## src/pkg/psm_pkg.sv

```systemverilog
// Purpose: Constants for the power state and reset manager
// Assumes: APB slave, 32-bit data, 125 MHz pclk
// Notes: Offsets are byte addresses
package psm_pkg;

	// ----------------------------------------------------------------
	// Register offsets
	// ----------------------------------------------------------------
	localparam logic [7:0] OFS_PWR_CTRL = 8'h00;
	localparam logic [7:0] OFS_PWR_STAT = 8'h04;
	localparam logic [7:0] OFS_CLK_GATE = 8'h08;
	localparam logic [7:0] OFS_PWR_DOWN = 8'h0C;
	localparam logic [7:0] OFS_PWR_CFG = 8'h10;
	localparam logic [7:0] OFS_SOFT_RST = 8'h14;

	// ----------------------------------------------------------------
	// Field positions and widths
	// ----------------------------------------------------------------
	localparam int CTRL_STATE_LSB = 0;
	localparam int CTRL_BOOT_LSB = 4;
	localparam int CTRL_MEMRET_BIT = 8;
	localparam int CFG_LDO_DIS_BIT = 0;
	localparam int SRST_GO_BIT = 0;
	localparam int STAT_SUP_LSB = 4;
	localparam int STAT_MEMRET_BIT = 8;
	localparam int STAT_WAKE_BIT = 9;
	localparam int NUM_GATES = 16;
	localparam int NUM_PD = 5;

	// ----------------------------------------------------------------
	// Reset values
	// ----------------------------------------------------------------
	localparam logic [1:0] RST_REQ_STATE = 2'h3;
	localparam logic [1:0] RST_BOOT = 2'h0;
	localparam logic [15:0] RST_CLK_GATE = 16'hFFFF;
	localparam logic [4:0] RST_PWR_DOWN = 5'h00;
	localparam logic [15:0] AON_GATES = 16'h00FF;

	// ----------------------------------------------------------------
	// Timing
	// ----------------------------------------------------------------
	localparam int CLK_MHZ = 125;
	localparam int SUP_SETTLE_NS = 1000;
	localparam int SUP_SETTLE_CYC = (SUP_SETTLE_NS * CLK_MHZ + 999) / 1000;

	typedef enum logic [1:0]
	{
		PS_OFF = 2'b00,
		PS_HARD_RESET = 2'b01,
		PS_ALWAYS_ON = 2'b10,
		PS_ON = 2'b11
	} psm_state_e;

endpackage

```

## src/logic/psm_top.sv

```systemverilog
// Summary of operation
// - Four power states: off, hard reset, always-on, on.
// - Software picks power state and boot mode via registers.
// - Always-on keeps serial ports 1-2 routing, PDM inputs, voice detect clocked.
// - Always-on powers only the low-power peripheral set.
// - Always-on shuts off the core and other blocks.
// - Always-on with memory supply kept retains memory contents.
// - Voice detector wake moves always-on to hard reset, then to on unless always-on is still requested.
// - Memory-supply indicator high while memory supply is wanted.
// - Core-supply indicator high when core supply wanted, else low.
// - Each functional block has its own clock gate.
// - Separate power-down controls for five block groups.
// - Reset low disables all functional blocks.
// - Reset release restores all control registers to defaults.
// - Reset does not clear RAM.
// - Config disable bit turns the linear regulator off.
// - Soft reset restores clock gate, power-down and boot mode defaults; state request, retention and regulator disable are kept.
// - Stay in reset until io, core, memory supplies are good.
//
// Purpose: Power state and reset manager top level
// Assumes: APB register access, single clock pclk
// Notes: RAM is never touched by reset logic
`timescale 1ns/100ps
module psm_top
(
	input wire logic pclk,
	input wire logic presetn,
	input wire logic psel,
	input wire logic penable,
	input wire logic pwrite,
	input wire logic [7:0] paddr,
	input wire logic [31:0] pwdata,
	output logic [31:0] prdata,
	output logic pready,
	output logic pslverr,
	input wire logic io_supply_good,
	input wire logic core_supply_good,
	input wire logic memory_supply_good,
	input wire logic vad_wake,
	output logic memory_supply_on_indicator,
	output logic core_supply_on_indicator,
	output logic ldo_enable,
	output logic [15:0] blk_clk_en,
	output logic [4:0] blk_pwr_down_n,
	output logic core_rst_n,
	output logic mem_retain_active,
	output logic [1:0] boot_mode_out
);
	// ----------------------------------------------------------------
	// Reset synchronisation
	// ----------------------------------------------------------------
	logic rst_n;
	logic [1:0] req_state;
	logic [1:0] boot_mode;
	logic mem_retain;
	logic [15:0] clk_gate_en;
	logic [4:0] pd_ctrl;
	logic ldo_disable;
	logic soft_go;
	logic [31:0] stat_word;
	logic supplies_ok;

	psm_rst_sync u_sync
	(
		.pclk(pclk),
		.presetn(presetn),
		.rst_n_sync(rst_n)
	);

	assign supplies_ok = io_supply_good && core_supply_good && memory_supply_good;

	// ----------------------------------------------------------------
	// Power state machine
	// ----------------------------------------------------------------
	psm_pkg::psm_state_e state_r;
	psm_pkg::psm_state_e state_nxt;
	logic [7:0] settle_r;
	logic [7:0] settle_nxt;
	logic wake_r;
	logic wake_nxt;
	logic soft_rst_r;
	logic soft_rst_nxt;

	always_comb
	begin
		state_nxt = state_r;
		settle_nxt = settle_r;
		wake_nxt = wake_r;
		soft_rst_nxt = soft_go;
		unique case (state_r)
			psm_pkg::PS_OFF:
			begin
				if (io_supply_good)
					state_nxt = psm_pkg::PS_HARD_RESET;
			end
			psm_pkg::PS_HARD_RESET:
			begin
				if (!supplies_ok)
					settle_nxt = 8'h00;
				else if (settle_r != 8'(psm_pkg::SUP_SETTLE_CYC))
					settle_nxt = settle_r + 8'h01;
				else if (req_state == psm_pkg::PS_ALWAYS_ON)
					state_nxt = psm_pkg::PS_ALWAYS_ON;
				else
					state_nxt = psm_pkg::PS_ON;
			end
			psm_pkg::PS_ON:
			begin
				settle_nxt = 8'h00;
				if (!io_supply_good)
					state_nxt = psm_pkg::PS_OFF;
				else if (soft_go)
					state_nxt = psm_pkg::PS_HARD_RESET;
				else if (req_state == psm_pkg::PS_ALWAYS_ON)
					state_nxt = psm_pkg::PS_ALWAYS_ON;
			end
			psm_pkg::PS_ALWAYS_ON:
			begin
				settle_nxt = 8'h00;
				if (!io_supply_good)
					state_nxt = psm_pkg::PS_OFF;
				else if (vad_wake)
				begin
					wake_nxt = 1'b1;
					state_nxt = psm_pkg::PS_HARD_RESET;
				end
				else if (req_state == psm_pkg::PS_ON)
					state_nxt = psm_pkg::PS_HARD_RESET;
			end
		endcase
		if (state_r == psm_pkg::PS_ON)
			wake_nxt = 1'b0;
	end

	always_ff @(posedge pclk or negedge rst_n)
	begin
		if (!rst_n)
		begin
			state_r <= psm_pkg::PS_OFF;
			settle_r <= 8'h00;
			wake_r <= 1'b0;
			soft_rst_r <= 1'b0;
		end
		else
		begin
			state_r <= state_nxt;
			settle_r <= settle_nxt;
			wake_r <= wake_nxt;
			soft_rst_r <= soft_rst_nxt;
		end
	end

	// ----------------------------------------------------------------
	// Register slave
	// ----------------------------------------------------------------
	assign stat_word = {22'h0, wake_r, mem_retain_active, 1'b0,
		memory_supply_good, core_supply_good, io_supply_good, 2'h0, state_r};

	psm_apb u_apb
	(
		.pclk(pclk),
		.rst_n(rst_n),
		.soft_rst(soft_rst_r),
		.psel(psel),
		.penable(penable),
		.pwrite(pwrite),
		.paddr(paddr),
		.pwdata(pwdata),
		.stat_word(stat_word),
		.prdata(prdata),
		.pready(pready),
		.pslverr(pslverr),
		.req_state(req_state),
		.boot_mode(boot_mode),
		.mem_retain(mem_retain),
		.clk_gate_en(clk_gate_en),
		.pd_ctrl(pd_ctrl),
		.ldo_disable(ldo_disable),
		.soft_go(soft_go)
	);

	// ----------------------------------------------------------------
	// Output control
	// ----------------------------------------------------------------
	logic is_on;
	logic is_aon;
	logic [15:0] gate_nxt;
	logic [4:0] pd_n_nxt;

	assign is_on = (state_r == psm_pkg::PS_ON);
	assign is_aon = (state_r == psm_pkg::PS_ALWAYS_ON);

	genvar gi;
	generate
		for (gi = 0; gi < psm_pkg::NUM_GATES; gi++)
		begin : g_gate
			// Always-on keeps only low-power peripherals clocked
			assign gate_nxt[gi] = clk_gate_en[gi] &&
				(is_on || (is_aon && psm_pkg::AON_GATES[gi]));
		end
	endgenerate

	assign pd_n_nxt = is_on ? ~pd_ctrl : 5'h00;

	always_ff @(posedge pclk or negedge rst_n)
	begin
		if (!rst_n)
		begin
			memory_supply_on_indicator <= 1'b0;
			core_supply_on_indicator <= 1'b0;
			ldo_enable <= 1'b0;
			blk_clk_en <= 16'h0000;
			blk_pwr_down_n <= 5'h00;
			core_rst_n <= 1'b0;
			mem_retain_active <= 1'b0;
			boot_mode_out <= psm_pkg::RST_BOOT;
		end
		else
		begin
			memory_supply_on_indicator <= is_on || state_r == psm_pkg::PS_HARD_RESET
				|| (is_aon && mem_retain);
			core_supply_on_indicator <= is_on || state_r == psm_pkg::PS_HARD_RESET;
			ldo_enable <= !ldo_disable && state_r != psm_pkg::PS_OFF;
			blk_clk_en <= gate_nxt;
			blk_pwr_down_n <= pd_n_nxt;
			core_rst_n <= is_on && !soft_go;
			mem_retain_active <= is_aon && mem_retain && memory_supply_good;
			boot_mode_out <= boot_mode;
		end
	end

	// ----------------------------------------------------------------
	// Checks
	// ----------------------------------------------------------------
	property p_core_ind;
		@(posedge pclk) disable iff (!rst_n)
		is_aon |=> !core_supply_on_indicator;
	endproperty
	a_core_ind: assert property (p_core_ind) else $error("core indicator high in always-on");

	property p_mem_ind;
		@(posedge pclk) disable iff (!rst_n)
		is_on |=> memory_supply_on_indicator;
	endproperty
	a_mem_ind: assert property (p_mem_ind) else $error("memory indicator low while on");

	property p_wake;
		@(posedge pclk) disable iff (!rst_n)
		is_aon && vad_wake && io_supply_good |=> state_r == psm_pkg::PS_HARD_RESET;
	endproperty
	a_wake: assert property (p_wake) else $error("voice wake not taken");

	property p_aon_gate;
		@(posedge pclk) disable iff (!rst_n)
		is_aon |=> (blk_clk_en & ~psm_pkg::AON_GATES) == 16'h0000;
	endproperty
	a_aon_gate: assert property (p_aon_gate) else $error("non low-power clock on");

	property p_core_off;
		@(posedge pclk) disable iff (!rst_n)
		!is_on |=> !core_rst_n && blk_pwr_down_n == 5'h00;
	endproperty
	a_core_off: assert property (p_core_off) else $error("core active outside on");

	property p_supply_hold;
		@(posedge pclk) disable iff (!rst_n)
		state_r == psm_pkg::PS_HARD_RESET && !supplies_ok |=> state_r != psm_pkg::PS_ON;
	endproperty
	a_supply_hold: assert property (p_supply_hold) else $error("left reset without supplies");

	property p_ldo;
		@(posedge pclk) disable iff (!rst_n)
		ldo_disable |=> !ldo_enable;
	endproperty
	a_ldo: assert property (p_ldo) else $error("regulator on while disabled");

	property p_retain;
		@(posedge pclk) disable iff (!rst_n)
		is_aon && mem_retain && memory_supply_good |=> mem_retain_active;
	endproperty
	a_retain: assert property (p_retain) else $error("retention not held");

	property p_gate;
		@(posedge pclk) disable iff (!rst_n)
		is_on |=> blk_clk_en == $past(clk_gate_en);
	endproperty
	a_gate: assert property (p_gate) else $error("clock gate mismatch");
endmodule

```

## src/logic/psm_rst_sync.sv

```systemverilog
// Purpose: Reset synchroniser, async assert and clocked release
// Assumes: presetn active low
// Notes: Two stage
`timescale 1ns/100ps
module psm_rst_sync
(
	input wire logic pclk,
	input wire logic presetn,
	output logic rst_n_sync
);
	logic meta_r;
	logic sync_r;

	always_ff @(posedge pclk or negedge presetn)
	begin
		if (!presetn)
		begin
			meta_r <= 1'b0;
			sync_r <= 1'b0;
		end
		else
		begin
			meta_r <= 1'b1;
			sync_r <= meta_r;
		end
	end

	assign rst_n_sync = sync_r;
endmodule

```

## src/logic/psm_apb.sv

```systemverilog
// Purpose: APB register slave for the power manager
// Assumes: Zero wait state, synchronised reset from sync block
// Notes: Unmapped offsets read zero and raise pslverr
`timescale 1ns/100ps
module psm_apb
(
	input wire logic pclk,
	input wire logic rst_n,
	input wire logic soft_rst,
	input wire logic psel,
	input wire logic penable,
	input wire logic pwrite,
	input wire logic [7:0] paddr,
	input wire logic [31:0] pwdata,
	input wire logic [31:0] stat_word,
	output logic [31:0] prdata,
	output logic pready,
	output logic pslverr,
	output logic [1:0] req_state,
	output logic [1:0] boot_mode,
	output logic mem_retain,
	output logic [15:0] clk_gate_en,
	output logic [4:0] pd_ctrl,
	output logic ldo_disable,
	output logic soft_go
);
	logic wr;
	logic rd;
	logic mapped;
	logic [31:0] rdata_nxt;
	logic err_nxt;
	logic [1:0] req_state_nxt;
	logic [1:0] boot_mode_nxt;
	logic mem_retain_nxt;
	logic [15:0] clk_gate_nxt;
	logic [4:0] pd_nxt;
	logic ldo_nxt;
	logic go_nxt;

	assign wr = psel && penable && pwrite;
	// Read data and error are captured in the setup cycle so they stand through the access cycle
	assign rd = psel && !penable && !pwrite;
	assign pready = 1'b1;
	assign mapped = (paddr == psm_pkg::OFS_PWR_CTRL) || (paddr == psm_pkg::OFS_PWR_STAT)
		|| (paddr == psm_pkg::OFS_CLK_GATE) || (paddr == psm_pkg::OFS_PWR_DOWN)
		|| (paddr == psm_pkg::OFS_PWR_CFG) || (paddr == psm_pkg::OFS_SOFT_RST);
	always_comb
	begin
		req_state_nxt = req_state;
		boot_mode_nxt = boot_mode;
		mem_retain_nxt = mem_retain;
		clk_gate_nxt = clk_gate_en;
		pd_nxt = pd_ctrl;
		ldo_nxt = ldo_disable;
		go_nxt = 1'b0;
		if (soft_rst)
		begin
			clk_gate_nxt = psm_pkg::RST_CLK_GATE;
			pd_nxt = psm_pkg::RST_PWR_DOWN;
			boot_mode_nxt = psm_pkg::RST_BOOT;
		end
		else if (wr)
		begin
			unique case (paddr)
				psm_pkg::OFS_PWR_CTRL:
				begin
					req_state_nxt = pwdata[psm_pkg::CTRL_STATE_LSB +: 2];
					boot_mode_nxt = pwdata[psm_pkg::CTRL_BOOT_LSB +: 2];
					mem_retain_nxt = pwdata[psm_pkg::CTRL_MEMRET_BIT];
				end
				psm_pkg::OFS_CLK_GATE: clk_gate_nxt = pwdata[15:0];
				psm_pkg::OFS_PWR_DOWN: pd_nxt = pwdata[4:0];
				psm_pkg::OFS_PWR_CFG: ldo_nxt = pwdata[psm_pkg::CFG_LDO_DIS_BIT];
				psm_pkg::OFS_SOFT_RST: go_nxt = pwdata[psm_pkg::SRST_GO_BIT];
				default: ;
			endcase
		end
		err_nxt = psel && !penable && !mapped;
		rdata_nxt = prdata;
		if (psel && !penable)
			rdata_nxt = 32'h0000_0000;
		if (rd)
		begin
			unique case (paddr)
				psm_pkg::OFS_PWR_CTRL:
					rdata_nxt = {23'h0, mem_retain, 2'h0, boot_mode, 2'h0, req_state};
				psm_pkg::OFS_PWR_STAT: rdata_nxt = stat_word;
				psm_pkg::OFS_CLK_GATE: rdata_nxt = {16'h0, clk_gate_en};
				psm_pkg::OFS_PWR_DOWN: rdata_nxt = {27'h0, pd_ctrl};
				psm_pkg::OFS_PWR_CFG: rdata_nxt = {31'h0, ldo_disable};
				default: rdata_nxt = 32'h0000_0000;
			endcase
		end
	end

	// Registers return to defaults through the synchronised reset
	always_ff @(posedge pclk or negedge rst_n)
	begin
		if (!rst_n)
		begin
			req_state <= psm_pkg::RST_REQ_STATE;
			boot_mode <= psm_pkg::RST_BOOT;
			mem_retain <= 1'b1;
			clk_gate_en <= psm_pkg::RST_CLK_GATE;
			pd_ctrl <= psm_pkg::RST_PWR_DOWN;
			ldo_disable <= 1'b0;
			soft_go <= 1'b0;
			prdata <= 32'h0000_0000;
			pslverr <= 1'b0;
		end
		else
		begin
			req_state <= req_state_nxt;
			boot_mode <= boot_mode_nxt;
			mem_retain <= mem_retain_nxt;
			clk_gate_en <= clk_gate_nxt;
			pd_ctrl <= pd_nxt;
			ldo_disable <= ldo_nxt;
			soft_go <= go_nxt;
			prdata <= rdata_nxt;
			pslverr <= err_nxt;
		end
	end
endmodule

```

## config.mk

```make
export PLATFORM = sky130hd
export DESIGN_NAME = psm_top
export DESIGN_NICKNAME = d
export VERILOG_FILES = /design/src/pkg/psm_pkg.sv /design/src/logic/psm_top.sv /design/src/logic/psm_rst_sync.sv /design/src/logic/psm_apb.sv
export SDC_FILE = /design/constraint.sdc
export NUM_CORES = 1
export LEC_CHECK = 0
export BUFFER_PORTS_ARGS = -buffer_cell sky130_fd_sc_hd__buf_2
export CAP_MARGIN = 20
export CORE_AREA = 2 2 88 90
export CTS_CLUSTER_DIAMETER = 120
export DETAILED_ROUTE_END_ITERATION = 10
export DIE_AREA = 0 0 90 92
export GPL_TIMING_DRIVEN = 0
export PLACE_DENSITY_LB_ADDON = 0.08
export SYNTH_ARGS = -nofsm -noshare
export SYNTH_HDL_FRONTEND = slang
export SYNTH_SLANG_ARGS = --single-unit
```

## constraint.sdc

```tcl
create_clock -name pclk -period 4.7 [get_ports pclk]
set_input_delay 0.705 -clock pclk [delete_from_list [all_inputs] [get_ports pclk]]
set_output_delay 0.705 -clock pclk [all_outputs]
set_load 0.02 [all_outputs]
```

==> metrics.md <==
| Metric | Value |
|---|---|
| Post-synthesis cell area | 3880 um2 |
| Clock latency on the worst-skew pair | 0.37 ns |
| Synth warn | 0 |
| Outcome | finished clean |
| Min Tclk post-route | 2.17 ns |
| Chip Height | 92 um |
| Avg WL per Cell | 15.6 um |
| Final slew viol count | 0 |
| Setup TNS | 0 ns |
| Worst clock skew | 0.0123 ns |
| Hold Path Class | primary input to async pin |
| H-tree lvl count | 3 |
| Worst Path Arrival | 2.45 ns |
| Ant diodes | 0 |
| Post-Syn Instances | 356 |
| Maxcap violations | 0 |
| Die Width | 90 um |
| WL final | 8.86 mm |
| Top cells by count, synth | 68 x dfrtp_1, 40 x nor2_1, 22 x a21oi_1, 22 x nand2_1 |
| Antenna Nets Post-Route | 0 |
| GR Layer Usage met1 | 32.4% |
| Fraction of layout cells with a size suffix above 1 | 32.8% |
| Yosys top cell area share | 43.9% |
| Via count | 2,913 |
| Final hold vios | 0 |
| Largest area contributor in the netlist | dfrtp_1 |
| CP max stage delay | 0.58 ns |
| Pwr/cell area | 366 nW/um2 |
| Async S/R FF share, synth | 100% |
| R2R setup slack | 2.88 ns |
| Switching share of power | 31.8% |
| Drt pass-1 iters | 4 |
| Vias/cell | 5.13 |
| Remaining global-route overflow | 0 |
| CTS sink cnt | 87 |
| Grt met2 use | 34.8% |
| Comb power frac | 19.0% |
| Layout area overhead | 20.6% |
| Seq pwr share | 49.7% |
| DR DRC count | 0 |
| Crit path required time | 4.98 ns |
| GRT Overall Usage | 22.8% |
| Layout Nets | 512 |
| Global placer's final weighted congestion | 0.827 |
| FF+latch count, synth | 87 |
| FF+latch area | 2200 um2 |
| Core area | 7450 um2 |
| Ranking of synthesized cells by area | dfrtp_1 44%, dfstp_2 13%, nor2_1 3.9%, mux2i_1 3.4%, buf_4 3.3% |
| Row count | 32 |
| Most frequent cell after synthesis | dfrtp_1 |
| DR iter-0 viols | 169 |
| Crit path cell chain | buf_2 > or4_4 > nor4_2 > buf_2 > nor3_1 > a21oi_1 |
| Hold buffer count at cts | 0 |
| VDD IR max | 0.247 mV |
| TritonCTS clock tree | built |
| Switching pwr | 0.000545 W |
| Number of global-route vias before repair | 2,731 |
| Slowest library cell on the worst path | or4_4 |
| Die ar. | 8280 um2 |
| Fillers | 652 |
| Mean Syn Cell Area | 10.9 um2 |
| Int Pwr | 0.00117 W |
| Cell mode on critical path | buf_2 |
| Critical path peak fanout | 10 |
| GRT Max-Usage Layer | met2 |
| Clock buffer depth | 2 |
| Post_cts resized | 0 |
| I/O Buffers | 76 |
| Kind of critical path | primary input to flip-flop |
| Footprint of the multi-input gates | 1500 um2 |
| Setup bufs post-CTS | 0 |
| Largest net degree at the start of global routing | 45 |
| Final cycle utilization of the critical path | 46.1% |
| Number of distinct library cells after synthesis | 52 |
| EDFF count, synth | 0 |
| Final setup viols | 0 |
| Total CTS buffers | 9 |
| Dominant synthesized flop cell | dfrtp_1 |
| Initial antenna violation count | 0 |
| Clk pwr share | 31.3% |
| Crit path launch type | primary input |
| Root Driver | clkbuf_8 |
| Worst rel slew slack | 58.0% |
| Initial Util | 52.1% |
| P_leak | 2.32 nW |
| Fmax | 461 MHz |
| Sequential-to-total area share from yosys stat | 56.7% |
| First-pass GRT wire length | 14.4 mm |
| Total I/O pin count | 111 |
| Hold Slack | 0.108 ns |
| Detailed placement HPWL | 6.34 mm |
| Unrepaired setup endpoints after global routing | no |
| Critical Path End Type | flip-flop |
| Met3 Use GR | 4.52% |
| Clk pin slew, worst setup/hold paths | 0.09 ns |
| Worst Tran Pin Value | 0.624 ns |
[layout make-up]
type	instances	area share, %
clock buffer	9	2.65
tap	102	2.73
clock inverter	7	1.68
multi-input combinational	242	32.1
buffer	38	4.63
inverter	5	0.401
timing repair buffer	78	8.66
sequential	87	47.1
[layer usage]
metal	share of wire [%]	wire length, um
met5	0	0
met4	1.5	133
met3	6.3	557
met2	48	4220
met1	45	3950
[power by group through the flow]
stage	clock, W	sequential (W)	combinational [W]
after global routing	0.000578	0.000860	0.000361
after global placement	0	0.000869	0.000312
after floorplan	0	0.000903	0.000159
after CTS	0.000551	0.000851	0.000324
final	0.000537	0.000851	0.000327
after detailed placement	0	0.000864	0.000323
[critical path, delay by kind of cell]
family	cells	cell delay, ns
AO/OA/AOI/OAI	1	0.20
buffers and inverters	2	0.44
AND/OR/NAND/NOR	3	1.11
[per-stage QoR]
| step | area (um2) | power (W) | worst slack (ns) | std cells | util [%] |
|---|---|---|---|---|---|
| after floorplan | 3940 | 0.00106 | 2.13 | 372 | - |
| after global placement | 4450 | 0.00118 | 1.24 | 550 | 59.7 |
| after detailed placement | 4470 | 0.00119 | 2.21 | 551 | 60.0 |
| after CTS | 4670 | 0.00173 | 2.60 | 567 | 62.8 |
| after global routing | 4680 | 0.00180 | 2.49 | 568 | 62.8 |
| final | 4680 | 0.00171 | 2.53 | 568 | 62.8 |
[worst paths after layout]
kind,start,to,depth (start not counted)
setup / recovery,paddr[0],u_apb.clk_gate_en[2],6
hold / removal,presetn,u_sync.meta_r,1
setup reg to reg,settle_r[1],settle_r[3],6
hold reg to reg,u_sync.rst_n_sync,memory_supply_on_indicator,0
max in group asynchronous,u_sync.rst_n_sync,u_apb.clk_gate_en[0],1
min in group pclk,u_sync.meta_r,u_sync.rst_n_sync,0
[cells by family (layout without fill, tap and decap cells)]
kind of cell,after synthesis,in the layout,share of synthesized area (%)
other,2,18,0.194
muxes,19,19,5.68
buffers and inverters,43,137,6.06
xor gates and xnor gates,1,1,0.226
AOI/OAI and AO/OA,61,61,10.9
DFF,87,87,56.7
adders and majority gates,2,2,0.645
and+or+nand+nor,141,141,19.6
[sequential cells by signal, indices dropped and copies added, names as in the netlist, 2 cells and up]
signal             count
u_apb.clk_gate_en     16
blk_clk_en            16
state_r                2
boot_mode_out          2
u_apb.prdata          16
blk_pwr_down_n         5
u_apb.boot_mode        2
settle_r               8
u_apb.req_state        2
u_apb.pd_ctrl          5
[placed cells by master (no fill, tap or decap), drive strengths merged, types with 2 or more instances in the layout]
cell type	n
and3	9
nand2b	9
o31ai	7
or3	5
nor4	5
and2	8
mux2i	13
a31oi	3
a21oi	22
or2	3
mux4	2
mux2	4
a22oi	3
o211ai	3
buf	97
nand3	7
nor2b	3
clkinvlp	3
inv	8
nand2	22
conb	18
o21ai	8
nor3	19
dfrtp	68
a21o	3
nor2	40
dfstp	19
clkbuf	28
a22o	7
nand4	3
ha	2
Power figures use the tool's default switching activity.
